--- src/hdl/midi_port_regs.svh ---
`ifndef MIDI_PORT_REGS_SVH
`define MIDI_PORT_REGS_SVH

// Register offsets
`define OFS_DATA 3'h0
`define OFS_STATUS 3'h1
`define OFS_CONTROL 3'h2
`define OFS_IRQ_STATUS 3'h3
`define OFS_IRQ_MASK 3'h4

// Feature control bits
`define CTL_RX_FIFO_EN 0
`define CTL_TX_IRQ_EN 1
`define CTL_PIN_MASK 2
`define CTL_RX_IRQ_EN 3
`define CTL_PT_TX_EN 4
`define CTL_THRU 6
`define CTL_LOOPBACK 7
`define CTL_RESET 8'h08
`define CTL_WRITABLE 8'hdf

// Port status bits
`define STA_RX_EMPTY 7
`define STA_TX_FULL 6
`define STA_RX_FULL 5
`define STA_UART_MODE 4
`define STA_OVERRUN 3
`define STA_TX_NOT_EMPTY 2

// Sticky event bits
`define EVT_RX 0
`define EVT_TX 1
`define EVT_OVR 2
`define EVT_RESET 3'h0
`define MASK_RESET 3'h0

// Commands and replies
`define CMD_UART 8'h3f
`define CMD_RESET 8'hff
`define REPLY_ACK 8'hfe

// Queue figures
`define FIFO_DEPTH 16
`define RX_IRQ_LEVEL 8
`define TX_IRQ_REFILL 3

// Timing
`define CLOCK_PERIOD_NS 10
`define MIDI_BIT_NS 32000
`define RX_TIMEOUT_NS 1280000
`define BIT_CYCLES (`MIDI_BIT_NS / `CLOCK_PERIOD_NS)
`define TIMEOUT_CYCLES (`RX_TIMEOUT_NS / `CLOCK_PERIOD_NS)

`endif

--- src/hdl/midi_port_pkg.sv ---
package midi_port_pkg;

   typedef enum logic [1:0] {
      RX_IDLE = 2'b00,
      RX_START = 2'b01,
      RX_DATA = 2'b10,
      RX_STOP = 2'b11
   } rx_state_t;

   typedef enum logic {
      TX_IDLE = 1'b0,
      TX_SHIFT = 1'b1
   } tx_state_t;

   typedef struct packed {
      logic [1:0] len;
      logic [7:0] first;
      logic [7:0] second;
   } reply_t;

endpackage : midi_port_pkg

--- src/hdl/ring_if.sv ---
`timescale 1ns/1ps

interface ring_if #(
   parameter int WIDTH = 8,
   parameter int DEPTH = 16
);
   localparam int CW = $clog2(DEPTH + 1);
   logic push;
   logic pop;
   logic clear;
   logic [WIDTH-1:0] push_data;
   logic [WIDTH-1:0] pop_data;
   logic [CW-1:0] count;

   modport owner (output push, output pop, output clear, output push_data,
                  input pop_data, input count);
   modport store (input push, input pop, input clear, input push_data,
                  output pop_data, output count);
endinterface : ring_if

--- src/hdl/byte_ring.sv ---
`timescale 1ns/1ps

// Circular byte store; pop_data is a register holding the current head
module byte_ring #(
   parameter int WIDTH = 8,
   parameter int DEPTH = 16
) (
   input wire logic clock,
   input wire logic rst_n,
   input wire logic enable,
   ring_if.store port
);
   localparam int AW = $clog2(DEPTH);
   localparam int CW = $clog2(DEPTH + 1);

   logic [WIDTH-1:0] mem [DEPTH];
   logic [AW-1:0] rd_ptr;
   logic [AW-1:0] wr_ptr;
   logic [CW-1:0] count;
   logic [AW-1:0] next_rd_ptr;
   logic [CW-1:0] left;

   assign port.count = count;
   assign next_rd_ptr = port.pop ? rd_ptr + 1'b1 : rd_ptr;
   assign left = port.pop ? count - 1'b1 : count;

   // Storage array, no reset needed
   always_ff @(posedge clock)
   begin
      if (enable && port.push)
         mem[wr_ptr] <= port.push_data;
   end

   // Pointers and fill level; clear beats any push or pop
   always_ff @(posedge clock or negedge rst_n)
   begin
      if (!rst_n)
      begin
         rd_ptr <= '0;
         wr_ptr <= '0;
         count <= '0;
      end
      else if (enable)
      begin
         if (port.clear)
         begin
            rd_ptr <= '0;
            wr_ptr <= '0;
            count <= '0;
         end
         else
         begin
            rd_ptr <= next_rd_ptr;
            if (port.push)
               wr_ptr <= wr_ptr + 1'b1;
            count <= left + CW'(port.push);
         end
      end
   end

   // Head register; bypass the write when the store would be empty
   always_ff @(posedge clock or negedge rst_n)
   begin
      if (!rst_n)
         port.pop_data <= '0;
      else if (enable)
      begin
         if (left == '0 && port.push)
            port.pop_data <= port.push_data;
         else
            port.pop_data <= mem[next_rd_ptr];
      end
   end
endmodule : byte_ring

--- src/hdl/midi_port_irq_routing.sv ---
// Chosen here: the plain strobed port.
`timescale 1ns/1ps
`include "midi_port_regs.svh"

module midi_port_irq_routing #(
   parameter int DEPTH = `FIFO_DEPTH,
   parameter int BIT_CYCLES = `BIT_CYCLES,
   parameter int TIMEOUT_CYCLES = `TIMEOUT_CYCLES
) (
   input wire logic clock,
   input wire logic enable,
   input wire logic reset_n,
   input wire logic [2:0] address,
   input wire logic [7:0] write_data,
   input wire logic write_strobe,
   input wire logic read_strobe,
   output logic [7:0] read_data,
   input wire logic serial_in_pin,
   output logic serial_out_pin,
   output logic port_irq,
   output logic event_irq
);
   import midi_port_pkg::*;

   localparam int CW = $clog2(DEPTH + 1);
   localparam int RX = 0;
   localparam int TX = 1;
   localparam logic [CW-1:0] FULL_Q = CW'(DEPTH);
   localparam logic [CW-1:0] ONE_Q = CW'(1);
   localparam logic [CW-1:0] RX_LEVEL = CW'(`RX_IRQ_LEVEL);
   localparam logic [CW-1:0] TX_REFILL = CW'(`TX_IRQ_REFILL);
   localparam logic [11:0] BIT_LAST = 12'(BIT_CYCLES - 1);
   localparam logic [11:0] HALF_BIT = 12'(BIT_CYCLES / 2 - 1);
   localparam logic [16:0] TMO_LAST = 17'(TIMEOUT_CYCLES - 1);

   // ****************************************************************
   // Reply decoding
   // ****************************************************************
   function automatic reply_t pass_reply(input logic [7:0] cmd);
      reply_t r;
      r.len = 2'd2;
      r.first = `REPLY_ACK;
      case (cmd)
         8'ha0, 8'ha1, 8'ha2, 8'ha3, 8'ha4, 8'ha5, 8'ha6, 8'ha7, 8'hab:
            r.second = 8'h00;
         8'hac: r.second = 8'h15;
         8'had: r.second = 8'h01;
         8'haf: r.second = 8'h64;
         default:
         begin
            r.len = 2'd1;
            r.second = 8'h00;
         end
      endcase
      return r;
   endfunction : pass_reply

   // ****************************************************************
   // Reset release and pin synchroniser
   // ****************************************************************
   logic [1:0] rst_pipe;
   logic rst_n;
   logic [2:0] pin_sync;
   logic pin_level;

   // Two-stage release so every flop leaves reset on the same edge
   always_ff @(posedge clock or negedge reset_n)
   begin
      if (!reset_n)
         rst_pipe <= 2'b00;
      else
         rst_pipe <= {rst_pipe[0], 1'b1};
   end
   assign rst_n = rst_pipe[1];

   // Level only moves when the last two stages agree, filtering glitches
   always_ff @(posedge clock or negedge rst_n)
   begin
      if (!rst_n)
      begin
         pin_sync <= 3'b111;
         pin_level <= 1'b1;
      end
      else if (enable)
      begin
         pin_sync <= {pin_sync[1:0], serial_in_pin};
         if (pin_sync[1] == pin_sync[2])
            pin_level <= pin_sync[2];
      end
   end

   // ****************************************************************
   // Queues
   // ****************************************************************
   ring_if #(.WIDTH(8), .DEPTH(DEPTH)) ring [2] ();

   generate
      for (genvar g = 0; g < 2; g++)
      begin : queues
         byte_ring #(.WIDTH(8), .DEPTH(DEPTH)) store (
            .clock(clock),
            .rst_n(rst_n),
            .enable(enable),
            .port(ring[g])
         );
      end
   endgenerate

   logic [7:0] control;
   logic uart_mode;
   logic fifo_en;
   logic [CW-1:0] rx_count;
   logic [CW-1:0] tx_count;
   logic [CW-1:0] limit;
   logic rx_full;
   logic tx_full;

   assign fifo_en = uart_mode | control[`CTL_RX_FIFO_EN];
   assign limit = fifo_en ? FULL_Q : ONE_Q;
   assign rx_count = ring[RX].count;
   assign tx_count = ring[TX].count;
   assign rx_full = rx_count >= limit;
   assign tx_full = tx_count >= limit;

   // ****************************************************************
   // Host decode
   // ****************************************************************
   logic data_rd;
   logic data_wr;
   logic status_rd;
   logic irqs_rd;

   assign data_rd = read_strobe && address == `OFS_DATA;
   assign data_wr = write_strobe && address == `OFS_DATA;
   assign status_rd = read_strobe && address == `OFS_STATUS;
   assign irqs_rd = read_strobe && address == `OFS_IRQ_STATUS;

   // ****************************************************************
   // Serial engines
   // ****************************************************************
   rx_state_t rx_state;
   tx_state_t tx_state;
   logic [11:0] rx_cnt;
   logic [2:0] rx_bit;
   logic [7:0] rx_shift;
   logic rx_done;
   logic [11:0] tx_cnt;
   logic [3:0] tx_bits;
   logic [9:0] tx_shift;
   logic tx_line;
   logic rx_line;
   logic tx_go;

   assign tx_line = tx_shift[0];
   assign rx_line = control[`CTL_LOOPBACK] ? tx_line : pin_level;
   // Transmit only once enabled for this mode
   assign tx_go = tx_state == TX_IDLE && tx_count != '0 &&
                  (uart_mode || control[`CTL_PT_TX_EN]);

   // Receiver: mid-bit sampling, frames with bad stop bit are dropped
   always_ff @(posedge clock or negedge rst_n)
   begin
      if (!rst_n)
      begin
         rx_state <= RX_IDLE;
         rx_cnt <= '0;
         rx_bit <= '0;
         rx_shift <= '0;
         rx_done <= 1'b0;
      end
      else if (enable)
      begin
         rx_done <= 1'b0;
         if (rx_state != RX_IDLE && rx_cnt != '0)
            rx_cnt <= rx_cnt - 1'b1;
         else
            case (rx_state)
               RX_IDLE:
                  if (!rx_line)
                  begin
                     rx_state <= RX_START;
                     rx_cnt <= HALF_BIT;
                  end
               RX_START:
               begin
                  rx_state <= rx_line ? RX_IDLE : RX_DATA;
                  rx_cnt <= BIT_LAST;
                  rx_bit <= '0;
               end
               RX_DATA:
               begin
                  rx_shift <= {rx_line, rx_shift[7:1]};
                  rx_cnt <= BIT_LAST;
                  rx_bit <= rx_bit + 1'b1;
                  if (rx_bit == 3'd7)
                     rx_state <= RX_STOP;
               end
               RX_STOP:
               begin
                  rx_done <= rx_line;
                  rx_state <= RX_IDLE;
               end
               default: rx_state <= RX_IDLE;
            endcase
      end
   end

   // Transmitter: start, eight data bits LSB first, stop
   always_ff @(posedge clock or negedge rst_n)
   begin
      if (!rst_n)
      begin
         tx_state <= TX_IDLE;
         tx_cnt <= '0;
         tx_bits <= '0;
         tx_shift <= 10'h3ff;
      end
      else if (enable)
      begin
         case (tx_state)
            TX_IDLE:
               if (tx_go)
               begin
                  tx_shift <= {1'b1, ring[TX].pop_data, 1'b0};
                  tx_cnt <= BIT_LAST;
                  tx_bits <= 4'd9;
                  tx_state <= TX_SHIFT;
               end
            TX_SHIFT:
               if (tx_cnt != '0)
                  tx_cnt <= tx_cnt - 1'b1;
               else if (tx_bits == '0)
                  tx_state <= TX_IDLE;
               else
               begin
                  tx_shift <= {1'b1, tx_shift[9:1]};
                  tx_cnt <= BIT_LAST;
                  tx_bits <= tx_bits - 1'b1;
               end
            default: tx_state <= TX_IDLE;
         endcase
      end
   end

   // Pin routing; masking wins, then echo, then own transmitter
   always_ff @(posedge clock or negedge rst_n)
   begin
      if (!rst_n)
         serial_out_pin <= 1'b1;
      else if (enable)
      begin
         if (control[`CTL_PIN_MASK])
            serial_out_pin <= 1'b1;
         else if (control[`CTL_THRU])
            serial_out_pin <= pin_level;
         else
            serial_out_pin <= tx_line;
      end
   end

   // ****************************************************************
   // Commands and replies
   // ****************************************************************
   logic cmd_pending;
   logic [7:0] cmd_byte;
   logic cmd_exec;
   logic port_reset;
   logic enter_uart;
   logic [1:0] resp_left;
   logic [7:0] resp_head;
   logic [7:0] resp_tail;
   logic resp_push;
   logic overrun;
   reply_t reply;

   // Commands wait for any byte already on the wire to finish
   assign cmd_exec = cmd_pending && tx_state == TX_IDLE && !tx_go &&
                     rx_state == RX_IDLE && !rx_done;
   assign reply = pass_reply(cmd_byte);
   assign port_reset = cmd_exec && cmd_byte == `CMD_RESET;
   assign enter_uart = cmd_exec && !uart_mode && cmd_byte == `CMD_UART;
   // Replies take the queue only when the engine is not storing
   assign resp_push = resp_left != '0 && !rx_done && !rx_full;

   always_ff @(posedge clock or negedge rst_n)
   begin
      if (!rst_n)
      begin
         cmd_pending <= 1'b0;
         cmd_byte <= '0;
         uart_mode <= 1'b0;
         resp_left <= '0;
         resp_head <= '0;
         resp_tail <= '0;
      end
      else if (enable)
      begin
         if (write_strobe && address == `OFS_STATUS)
         begin
            cmd_pending <= 1'b1;
            cmd_byte <= write_data;
         end
         else if (cmd_exec)
            cmd_pending <= 1'b0;
         if (resp_push)
         begin
            resp_left <= resp_left - 1'b1;
            resp_head <= resp_tail;
         end
         if (port_reset)
            uart_mode <= 1'b0;
         else if (enter_uart)
            uart_mode <= 1'b1;
         // UART mode ignores everything but reset and sends no reply
         if (cmd_exec && !uart_mode)
         begin
            resp_left <= reply.len;
            resp_head <= reply.first;
            resp_tail <= reply.second;
         end
      end
   end

   // Queue strobes; a clear beats the pushes in the store
   always_comb
   begin
      ring[RX].clear = port_reset ||
                       (enter_uart && !control[`CTL_RX_FIFO_EN]);
      ring[TX].clear = port_reset;
      ring[RX].push = resp_push || (rx_done && !rx_full);
      ring[RX].push_data = resp_push ? resp_head : rx_shift;
      ring[RX].pop = data_rd && rx_count != '0;
      ring[TX].push = data_wr && !tx_full;
      ring[TX].push_data = write_data;
      ring[TX].pop = tx_go;
   end

   // Overrun is sticky until status read or reset command; a new overrun beats both
   always_ff @(posedge clock or negedge rst_n)
   begin
      if (!rst_n)
         overrun <= 1'b0;
      else if (enable)
      begin
         if (rx_done && rx_full)
            overrun <= 1'b1;
         else if (status_rd || port_reset)
            overrun <= 1'b0;
      end
   end

   // ****************************************************************
   // Interrupt requests
   // ****************************************************************
   logic [16:0] tmo_cnt;
   logic timeout;
   logic tx_hold;
   logic rx_req;
   logic tx_req;
   logic tmo_restart;

   assign tmo_restart = rx_done || ring[RX].pop;

   // Idle timer only runs while the deep queue holds data
   always_ff @(posedge clock or negedge rst_n)
   begin
      if (!rst_n)
      begin
         tmo_cnt <= '0;
         timeout <= 1'b0;
      end
      else if (enable)
      begin
         if (tmo_restart || !fifo_en || rx_count == '0 || port_reset)
         begin
            tmo_cnt <= '0;
            timeout <= 1'b0;
         end
         else if (tmo_cnt == TMO_LAST)
            timeout <= 1'b1;
         else
            tmo_cnt <= tmo_cnt + 1'b1;
      end
   end

   // Transmit request in queue mode has hysteresis, empty to three
   always_ff @(posedge clock or negedge rst_n)
   begin
      if (!rst_n)
         tx_hold <= 1'b1;
      else if (enable)
      begin
         if (tx_count == '0)
            tx_hold <= 1'b1;
         else if (tx_count >= TX_REFILL)
            tx_hold <= 1'b0;
      end
   end

   always_comb
   begin
      if (fifo_en)
         rx_req = rx_count >= RX_LEVEL || timeout;
      else
         rx_req = rx_count != '0;
      if (fifo_en)
         tx_req = tx_hold;
      else
         tx_req = tx_count == '0;
   end

   // ****************************************************************
   // Registers and read port
   // ****************************************************************
   logic [2:0] irq_status;
   logic [2:0] irq_mask;
   logic [2:0] events;
   logic rx_req_d;
   logic tx_req_d;
   logic [7:0] status_byte;

   assign events = {rx_done && rx_full, tx_req && !tx_req_d,
                    rx_req && !rx_req_d};

   always_comb
   begin
      status_byte = 8'h00;
      status_byte[`STA_RX_EMPTY] = rx_count == '0;
      status_byte[`STA_TX_FULL] = tx_full;
      status_byte[`STA_RX_FULL] = fifo_en && rx_count >= FULL_Q;
      status_byte[`STA_UART_MODE] = uart_mode;
      status_byte[`STA_OVERRUN] = overrun;
      status_byte[`STA_TX_NOT_EMPTY] = fifo_en && tx_count != '0;
   end

   // Control and mask; reset enables only receive requests
   always_ff @(posedge clock or negedge rst_n)
   begin
      if (!rst_n)
      begin
         control <= `CTL_RESET;
         irq_mask <= `MASK_RESET;
      end
      else if (enable && write_strobe)
      begin
         if (address == `OFS_CONTROL)
            control <= write_data & `CTL_WRITABLE;
         if (address == `OFS_IRQ_MASK)
            irq_mask <= write_data[2:0];
      end
   end

   // Sticky events; reading clears, but a same-cycle event survives
   always_ff @(posedge clock or negedge rst_n)
   begin
      if (!rst_n)
      begin
         irq_status <= `EVT_RESET;
         rx_req_d <= 1'b0;
         tx_req_d <= 1'b1; // Empty at reset, so no false event
      end
      else if (enable)
      begin
         rx_req_d <= rx_req;
         tx_req_d <= tx_req;
         irq_status <= (irqs_rd ? 3'h0 : irq_status) | events;
      end
   end

   // Outputs; transmit requests gated by bit 1, receive by bit 3
   always_ff @(posedge clock or negedge rst_n)
   begin
      if (!rst_n)
      begin
         port_irq <= 1'b0;
         event_irq <= 1'b0;
      end
      else if (enable)
      begin
         port_irq <= (control[`CTL_RX_IRQ_EN] && rx_req) ||
                     (control[`CTL_TX_IRQ_EN] && tx_req);
         event_irq <= |(irq_status & irq_mask);
      end
   end

   // Read data stand one cycle after the strobe; unmapped reads zero
   always_ff @(posedge clock or negedge rst_n)
   begin
      if (!rst_n)
         read_data <= 8'h00;
      else if (enable)
      begin
         if (read_strobe)
            case (address)
               `OFS_DATA: read_data <= ring[RX].pop_data;
               `OFS_STATUS: read_data <= status_byte;
               `OFS_CONTROL: read_data <= control;
               `OFS_IRQ_STATUS: read_data <= {5'h00, irq_status};
               `OFS_IRQ_MASK: read_data <= {5'h00, irq_mask};
               default: read_data <= 8'h00;
            endcase
         else
            read_data <= 8'h00;
      end
   end
endmodule : midi_port_irq_routing

--- config.mk ---
export PLATFORM = sky130hd
export DESIGN_NAME = midi_port_irq_routing
export DESIGN_NICKNAME = d
export VERILOG_FILES = /design/src/hdl/midi_port_pkg.sv /design/src/hdl/ring_if.sv /design/src/hdl/byte_ring.sv /design/src/hdl/midi_port_irq_routing.sv
export VERILOG_INCLUDE_DIRS = /design/src /design/src/hdl
export SDC_FILE = /design/constraint.sdc
export NUM_CORES = 1
export LEC_CHECK = 0
export BUFFER_PORTS_ARGS = -buffer_cell sky130_fd_sc_hd__buf_2
export CORE_AREA = 4 4 186 188
export DETAILED_ROUTE_END_ITERATION = 10
export DIE_AREA = 0 0 190 192
export PLACE_DENSITY = 0.81
export SLEW_MARGIN = 20
export SYNTH_ARGS = -nofsm -noshare
export SYNTH_HDL_FRONTEND = slang
export SYNTH_SLANG_ARGS = --single-unit
--- constraint.sdc ---
create_clock -name clock -period 13 [get_ports clock]
set_input_delay 0.65 -clock clock [delete_from_list [all_inputs] [get_ports clock]]
set_output_delay 0.65 -clock clock [all_outputs]
set_load 0.05 [all_outputs]
==> Word-level counts from Yosys, hierarchy flattened <==
Memories as Yosys holds them, arrays and structs flattened.
Index checks and enable logic that the tools add are counted.
{ "word_totals": {"in_bits": 17, "ramBits": 256, "output_inout_bits": 11, "word_cells": 267, "memories": 2, "reg_bits": 175} }
{ "classes": {"mux": 72, "bitwise": 5, "n_eq_ne": 32, "order_cmp": 5, "add_sub_neg": 14, "n_reduce_logical": 98} }
{ "mem_list": {"columns": ["memory", "words", "width", "read_ports", "rd_ports_with_merged_regs", "write_ports", "line", "source"], "rows": [
  ["queues[0].store.mem", 16, 8, 1, 0, 1, "byte_ring.sv:16", "logic [WIDTH-1:0] mem [DEPTH];"],
  ["queues[1].store.mem", 16, 8, 1, 0, 1, "byte_ring.sv:16", null]
]} }
{ "ops": {"columns": ["operator", "n"], "rows": [
  ["$eq 8x8->1 const B", 13],
  ["$mux 12", 5],
  ["$mux 8", 6],
  ["$pmux 12 s2", 2],
  ["$mux 4", 11],
  ["$pmux 8 s5", 1],
  ["$mux 17", 2],
  ["$logic_and 1x1->1", 33],
  ["$mux 10", 3],
  ["$reduce_and 2->1", 14],
  ["$mux 5", 5],
  ["$mux 1", 24],
  ["$reduce_bool 12->1", 2],
  ["$sub 12x1->12 const B", 2],
  ["$reduce_bool 2->1", 11],
  ["$pmux 7 s3", 1],
  ["$logic_not 5->1", 4],
  ["$pmux 10 s2", 1],
  ["$add 17x1->17 const B", 1],
  ["$eq 17x17->1 const B", 1],
  ["$add 4x1->4 const B", 4],
  ["$mux 2", 6],
  ["$reduce_and 3->1", 4],
  ["$reduce_or 12->1", 1],
  ["other kinds (38)", 69]
]} }

==> Longest topological paths before layout <==
Gate-level depths: netlist of the first run.
{ "logic_depth": {"ltp_word": 13, "depth_mapped": 15} }

==> Hierarchy <==
Synthesis of the first run repeated with hierarchy kept, for this count alone.
{ "unflattened": {"hier_cells": 1743, "hier_area_um2": 21899.8} }
{ "modules_own_cells": {"columns": ["module", "area_per_inst_um2", "n_inst", "seq_area_each_um2", "cells_per_inst"], "rows": [
  ["byte_ring (queues[1].store)", 7643.6, 1, 4369.2, 536],
  ["byte_ring (queues[0].store)", 7554.7, 1, 4369.2, 536],
  ["midi_port_irq_routing", 6701.4, 1, 3149.3, 671]
]} }

==> Worst setup path after synthesis of the first run <==
Ideal clock, no wire load.
{ "synth_timing": {"path_type": "input-to-reg", "start": "input address[0]", "end": "register queues[0].store.count[4]", "path_stages": 13, "arrival_ps": 3197, "path_slack_ps": 9685, "t_required_ps": 12882, "n_path_buf": 2, "setup_time_ps": 118, "path_cell_list": "buf_2 > or4b_2 > nor2_2 > clkbuf_1 > xnor2_1 > ha_1 > ha_1 > nor2b_1 > a211oi_1 > a32oi_1 > inv_1 > o21ai_0 > a21o_1"} }
{ "synth_between": {"elab_chain_cells": 6} }
{ "synth_lines": {"columns": ["item", "line", "source"], "rows": [
  ["start, declared", "midi_port_irq_routing.sv:13", "input wire logic [2:0] address,"],
  ["$logic_not 3->1", null, null],
  ["$logic_and 1x1->1 (no line)", null, null],
  ["$logic_and 1x1->1", "midi_port_irq_routing.sv:332", "ring[RX].pop = data_rd && rx_count != '0;"],
  ["$mux 5", "byte_ring.sv:25", "assign left = port.pop ? count - 1'b1 : count;"],
  ["$add 5x1->5", "byte_ring.sv:56", "count <= left + CW'(port.push);"],
  ["$mux 5", "byte_ring.sv:45", "if (port.clear)"],
  ["end signal, assigned", "byte_ring.sv:56", null],
  ["end, declared", "byte_ring.sv:19", "logic [CW-1:0] count;"]
]} }
No other way between the ends.
A chain may end at the register's enable or synchronous reset.

==> Worst setup path after layout of the first run <==
{ "layout_timing": {"start": "register queues[1].store.count[0]", "end": "register queues[0].store.wr_ptr[3]"} }
{ "layout_between": {"elab_chain_cells": 13} }
{ "layout_lines": {"columns": ["item", "line", "source"], "rows": [
  ["start, declared", "byte_ring.sv:19", null],
  ["start signal, assigned", "byte_ring.sv:56", null],
  ["$reduce_bool 5->1 *", "midi_port_irq_routing.sv:157", "assign tx_go = tx_state == TX_IDLE && tx_count != '0 &&"],
  ["$logic_and 1x1->1 * (2 in series)", "midi_port_irq_routing.sv:157", null],
  ["$logic_not 1->1 *", "midi_port_irq_routing.sv:277", "assign cmd_exec = cmd_pending && tx_state == TX_IDLE && !tx_go &&"],
  ["$logic_and 1x1->1 * (2 in series)", "midi_port_irq_routing.sv:277", null],
  ["$logic_and 1x1->1 *", "midi_port_irq_routing.sv:278", "rx_state == RX_IDLE && !rx_done;"],
  ["$logic_and 1x1->1", "midi_port_irq_routing.sv:281", "assign enter_uart = cmd_exec && !uart_mode && cmd_byte == `CMD_UART;"],
  ["$logic_and 1x1->1 (no line)", null, null],
  ["$logic_and 1x1->1", "midi_port_irq_routing.sv:328", "(enter_uart && !control[`CTL_RX_FIFO_EN]);"],
  ["$logic_or 1x1->1 *", "midi_port_irq_routing.sv:327", "ring[RX].clear = port_reset ||"],
  ["$reduce_bool 2->1 (no line)", null, null],
  ["$reduce_and 2->1 (no line)", null, null],
  ["end signal, assigned", "byte_ring.sv:55", "wr_ptr <= wr_ptr + 1'b1;"],
  ["end, declared", "byte_ring.sv:18", "logic [AW-1:0] wr_ptr;"]
]} }
Mark *: on every way between the ends. The rest lies on a longest branch, timed or not.

==> results.json, run 1 <==
{
  "place_ws_ns": 9.36,
  "grt_pass1_vias": 14507,
  "finalCritPeriodShare_pct": 28.1,
  "ant_nets": 0,
  "synth-warning-count": 0,
  "final_nets": 1766,
  "cts_buffers": 44,
  "area_delta_synth_final_pct": 9.80,
  "hold_viol": 0,
  "fin_ws_ns": 9.35,
  "yosys.area_share.simple_pct": 12.9,
  "finalMaxSlewViolations": 0,
  "synth_cell_types": 84,
  "drc_errors": 0,
  "r2r_start": "queues[1].store.port.count[0]",
  "fmax_mhz": 274,
  "row_count": 67,
  "max_slew.worst_pin.slew_ns": 1.06,
  "hold_path.class": "reg -> async",
  "layout-drive-gt1-share_pct": 17.7,
  "grt_max_degree": 84,
  "busiest_layer": "met2",
  "timing.slew.headroom_pct": 29.2,
  "use_met3_pct": 4.40,
  "place_hpwl_mm": 32.2,
  "p_total_w": 0.00446,
  "p_comb_share_pct": 30.6,
  "synth_fa_ha_area_share_pct": 1.96,
  "yosys.area_share.xor_xnor_pct": 1.28,
  "port_buffers": 27,
  "ys_async_sr_fraction_pct": 39.5,
  "cts-htree-levels": 2,
  "reg2reg_slack_ns": 9.35,
  "met1_usage_pct": 37.9,
  "seqPwrFrac_pct": 40.9,
  "grt.total_usage_pct": 27.7,
  "synth_top_family_by_area": "multiplexers",
  "synth_compound_area_share_pct": 10.5,
  "cts_num_sinks": 423,
  "post_cts_buffers": 0,
  "synth_area_leader_cell": "edfxtp_1",
  "gp_congestion": 0.917,
  "syn_area_per_cell_sq_um": 12.3,
  "gr-total-overflow": 0,
  "fin_worst_skew_ns": 0.0225,
  "synth_area_leaders": "edfxtp_1 (36%), dfrtp_1 (18%), mux4_2 (10%)",
  "diodes": 0,
  "worst_r2r_endpoint": "queues[0].store.wr_ptr[3]",
  "worstSetupEndpointType": "flop",
  "outcome": "finished clean",
  "cts_buffer_depth": 3,
  "fillers": 2159,
  "yosysMostFrequentCell": "edfxtp_1",
  "die_area_sq_um": 36500,
  "required_ns": 13.47,
  "vias_per_cell": 6.77,
  "clkTransAtPathRegs_ns": 0.06,
  "dieWidth_um": 190,
  "powerDensity_nw_per_um2": 192,
  "p_int_w": 0.00296,
  "dr.pass1.iters": 6,
  "ir_worst_vdd_mv": 0.135,
  "final.setup.tns_ns": 0,
  "p_leak_nw": 8.42,
  "r2r_cells": 8,
  "worst_setup_path_start_kind": "flop",
  "dr.first_iter.drc_count": 1738,
  "die_h_um": 192,
  "crit_type": "reg -> reg",
  "vias": 14881,
  "start_util_pct": 63.7,
  "min_period_ns": 3.65,
  "muxShareOfSynthArea_pct": 13.9,
  "cts_root_buffer": "clkbuf_16",
  "clkPwrFrac_pct": 28.4,
  "synth_top_area_share_pct": 36.4,
  "wl_per_cell_um": 22.7,
  "drt_wl_total_mm": 50.0,
  "cp_max_fo": 14,
  "maxCapViolCount": 0,
  "switching_share_pct": 33.5,
  "coreArea_sq_um": 33100,
  "finalSetupViolCount": 0,
  "antenna_found_initial": 1,
  "grt_pass1_wl_mm": 80.0,
  "synth_top_flop_cell": "edfxtp_1",
  "ys_seq_area_share_pct": 56.3,
  "synth_cells": 1712,
  "critPathArrivalTime_ns": 4.12,
  "clock_latency_ns": 0.56,
  "rsz0062_at_grt": "no",
  "switching_power_w": 0.00150,
  "synth-edff-count": 256,
  "netlist_area_sq_um": 21100,
  "synth-seq-cells": 423,
  "io_pins": 28,
  "cts_tree": "done",
  "met2_usage_pct": 46.1,
  "synth_common_cells": "edfxtp_1 (256), nand2_1 (154), dfrtp_1 (150)",
  "synth_nets": 1762
}
through the flow:
stage | utilization [%] | instances | instance area, sq um | hold slack, ns
6_report | 70.0 | 2198 | 23200 | 0.275
5_1_grt | 70.0 | 2198 | 23200 | 0.325
4_1_cts | 69.8 | 2197 | 23100 | 0.330
3_5_place_dp | 65.4 | 2116 | 21700 | 0.340
3_3_place_gp | 65.4 | 2116 | 21600 | 0.335
2_1_floorplan | - | 1712 | 21100 | 0.331
power groups by stage:
stage	Sequential (W)	Combinational (W)	Clock, W
2_1_floorplan	0.00178	0.00103	0
3_3_place_gp	0.00184	0.00129	0
3_5_place_dp	0.00185	0.00133	0
4_1_cts	0.00182	0.00135	0.00128
5_1_grt	0.00184	0.00149	0.00135
6_report	0.00183	0.00137	0.00127
worst max-delay path: stages (launching register included):
cell,delay (ns)
dfrtp_1,0.43
inv_1,0.18
ha_1,0.19
nor4b_4,0.70
o21ai_1,0.36
nor2_1,0.89
o31ai_1,0.27
or3_1,0.40
a21oi_1,0.15
area by class of cell:
type | count | area (sq um) | area share, %
Timing Repair Buffer | 62 | 427 | 1.84
Multi-Input combinational cell | 1124 | 8610 | 37.2
Clock buffer | 60 | 1210 | 5.23
Inverter | 61 | 229 | 0.988
Sequential cell | 423 | 11900 | 51.4
Tap cell | 448 | 561 | 2.42
Clock inverter | 20 | 233 | 1.00
layer usage:
layer	vias up	part of all wire (%)
li1	6549	-
met1	7471	39
met5	-	0.026
met3	117	7.8
met2	742	49
met4	2	3.4
cells in the final DEF (no fill, tap or decap), types with 19 or more instances in the layout:
master     Yosys  final
ha_1          33     32
nand2_1      154    154
nor2_1       103    102
edfxtp_1     256    256
nand4_1       27     27
nor3_1        43     42
dfrtp_1      150    146
o21ai_0      113    108
o22ai_1       21     21
a21oi_1       58     58
inv_1         61     61
nand3_1      101    100
buf_4          1     33
mux4_2        95     95
clkbuf_16      0     45
mux2i_1       40     40
buf_2         27     26
a211oi_1      19     19
mux2_2        34     34
registers in the layout, summed over array words and instances (netlist names), 9 cells and up, named ones only:
register and cells:
queues.store.mem 256, queues.store.port.count 10, queues.store.port.pop_data 16, rx_cnt 12
tmo_cnt 17, tx_cnt 12, tx_shift 9
how the worst max path moves through the flow:
stage / from / endpoint / slack, ns
2_1_floorplan: rst_pipe[1] / asynchronous set/reset pin / 8.03
3_3_place_gp: address[0] / queues[0].store.port.count[4] / 9.45
3_5_place_dp: address[0] / queues[0].store.port.count[4] / 9.36
4_1_cts: queues[1].store.port.count[0] / queues[0].store.wr_ptr[3] / 9.45
5_1_grt: queues[1].store.port.count[0] / queues[0].store.wr_ptr[3] / 9.13
6_report: queues[1].store.port.count[0] / queues[0].store.wr_ptr[3] / 9.35
timing repair:
item / in CTS / in global routing
hold buffers: 1 / 0
hold endpoints to repair: 2 / 0
gates resized for setup: 0 / 0
kinds of logic (layout without fill, tap and decap cells):
logic type / after synthesis / in the layout
XOR/XNOR: 30 / 30
flip-flops: 423 / 423
multiplexers: 170 / 170
AND/OR/NAND/NOR: 548 / 548
adder cells (fa/ha/maj): 33 / 33
buffers and inverters: 165 / 203
AO/OA/AOI/OAI: 342 / 342
other: 1 / 1
(Power assumes the default switching activity.)
==> inputs of run 2 (changes only) <==
- CORE_AREA: 4 4 186 188 -> 4 4 187 189
- DIE_AREA: 0 0 190 192 -> 0 0 191 193
- PLACE_DENSITY: 0.81 -> 0.8
- clock period: 13 -> 3.4 ns (I/O delays scaled with it)
==> results.json, run 2 (synthesis gave the netlist of run 1 again) <==
{
  "row_count": 67,
  "seq_area_sq_um": 11900,
  "fin_worst_skew_ns": 0.0235,
  "final_cell_mix": "edfxtp_1 (256), nand2_1 (154), dfrtp_1 (146)",
  "cp_slowest_cell": "or4b_1",
  "post_cts_buffers": 0,
  "cts_buffer_depth": 3,
  "port_buffers": 27,
  "worst_setup_path_start_kind": "flop",
  "grt_max_degree": 62,
  "die_area_sq_um": 36900,
  "drc_errors": 0,
  "drt_wl_total_mm": 53.2,
  "busiest_layer": "met2",
  "hold_path.class": "in -> reg",
  "cts_num_sinks": 423,
  "finalCritPeriodShare_pct": 90.7,
  "multi_input_area_sq_um": 8580,
  "worst_r2r_endpoint": "queues[0].store.port.count[4]",
  "final.setup.tns_ns": 0,
  "crit_path_max_incr_delay_ns": 0.63,
  "use_met3_pct": 4.66,
  "timing.slew.headroom_pct": 27.9,
  "start_util_pct": 63.4,
  "cts_tree": "done",
  "dr.pass1.iters": 7,
  "regMostFlops": "queues.store.mem",
  "largest_reg_flops": 256,
  "max_slew.worst_pin.slew_ns": 1.08,
  "layout_commonest_cell": "edfxtp_1",
  "antenna_found_initial": 3,
  "p_leak_nw": 8.64,
  "crit_chain": "inv_1 > ha_1 > or4b_1 > nand3_1 > a21boi_0 > ha_1 > nor2b_1 > a211oi_1 > a32oi_1 > inv_1 > o21ai_0 > a21o_1",
  "reg2reg_slack_ns": 0.32,
  "cts_buffers": 45,
  "cts.repair.resized": 0,
  "min_period_ns": 3.08,
  "layout-drive-gt1-share_pct": 19.4,
  "gp_congestion": 0.915,
  "clkTransAtPathRegs_ns": 0.06,
  "fin_util_pct": 70.7,
  "crit_type": "reg -> reg",
  "critPathCapture": "queues[0].store.port.count[4]",
  "met1_usage_pct": 40.4,
  "worstSetupEndpointType": "flop",
  "vias": 15185,
  "cts_hold_buf": 5,
  "coreArea_sq_um": 33300,
  "cp_max_fo": 9,
  "grt_pass1_wl_mm": 85.0,
  "powerDensity_nw_per_um2": 746,
  "fmax_mhz": 324,
  "area_delta_synth_final_pct": 11.5,
  "rsz0062_at_grt": "no",
  "grt.total_usage_pct": 29.4,
  "clock_latency_ns": 0.56,
  "vias_per_cell": 6.79,
  "place_hpwl_mm": 34.6,
  "grt_pass1_vias": 15261,
  "dr.first_iter.drc_count": 1896,
  "dieWidth_um": 191,
  "cts-htree-levels": 2,
  "wl_per_cell_um": 23.8,
  "final_nets": 1801,
  "ir_worst_vdd_mv": 0.494,
  "placed_cell_area_sq_um": 21900,
  "required_ns": 3.84,
  "critPathArrivalTime_ns": 3.52,
  "outcome": "finished clean",
  "r2r_start": "queues[0].store.port.count[0]",
  "reg.largest.list": "queues.store.mem x256, tmo_cnt x17, queues.store.port.pop_data x16",
  "met2_usage_pct": 48.6,
  "cts_root_buffer": "clkbuf_16",
  "ant_nets": 0,
  "die_h_um": 193,
  "r2r_cells": 12,
  "gr-total-overflow": 0,
  "crit_start": "queues[0].store.port.count[0]",
  "finalSetupViolCount": 0,
  "finalMaxSlewViolations": 0,
  "io_pins": 28,
  "fillers": 2166,
  "maxCapViolCount": 0,
  "hold_viol": 0,
  "final_area_sq_um": 23500
}
-- run 2: cell count changes in the layout (fill, tap and decap cells not counted), moves of 3 or more --
cell / before / now
buf_4: 33 / 62
clkbuf_1: 12 / 5
clkinv_2: 4 / 10
dlygate4sd3_1: 1 / 5
buf_12: 0 / 3
bufinv_16: 5 / 8
clkbuf_8: 3 / 0
-- run 2: worst min-delay path by stage --
stage,start,end,slack (ns),cells past startpoint
4_1_cts,address[2],read_data[0],0.03,3
3_5_place_dp,reset_n,rst_pipe[0],-0.04,1
2_1_floorplan,reset_n,rst_pipe[0],-0.13,0
6_report,address[2],read_data[0],0.05,3
5_1_grt,write_data[7],queues[1].store.mem[4][7],0.08,1
3_3_place_gp,reset_n,rst_pipe[0],-0.04,1
-- run 2: metal layers --
| metal | part of all wire, % | wire, um |
|---|---|---|
| met1 | 38 | 20500 |
| met5 | 0.071 | 38 |
| met2 | 49 | 26300 |
| met4 | 3.6 | 1940 |
| met3 | 8.5 | 4500 |
-- run 2: area by class of cell --
class	count	area share, %
flip-flops and latches	423	50.6
clock buffers	50	4.87
multi-input cells	1124	36.5
inverters	61	0.973
diodes	1	0.0106
repair buffers	96	3.00
well taps	448	2.38
clock inverters	34	1.74
-- run 2: stage by stage --
step                setup slack [ns]  hold slack [ns]  std cells  power, W
finish                         0.316           0.0511       2237    0.0176
global placement               0.517          -0.0447       2147    0.0122
floorplan                      0.345           -0.126       1712    0.0108
global route                   0.107           0.0826       2236    0.0184
detailed placement             0.453          -0.0427       2147    0.0124
CTS                            0.344           0.0321       2236    0.0175
-- run 2: worst max-delay path, delay by kind of cell, from the launching register on --
| family | cells | cell delay, ns |
|---|---|---|
| AO/OA/AOI/OAI | 5 | 0.91 |
| AND/OR/NAND/NOR | 3 | 0.88 |
| adder cells (fa/ha/maj) | 2 | 0.49 |
| flip-flops | 1 | 0.44 |
| buffers and inverters | 2 | 0.24 |
-- run 2: where the power goes --
part	switching (W)	internal [W]	total (W)	leakage [nW]
sequential	0.000698	0.00629	0.00699	4.34
clock	0.00208	0.00306	0.00514	0.750
combinational	0.00318	0.00225	0.00543	3.55
total	0.00596	0.0116	0.0176	8.64
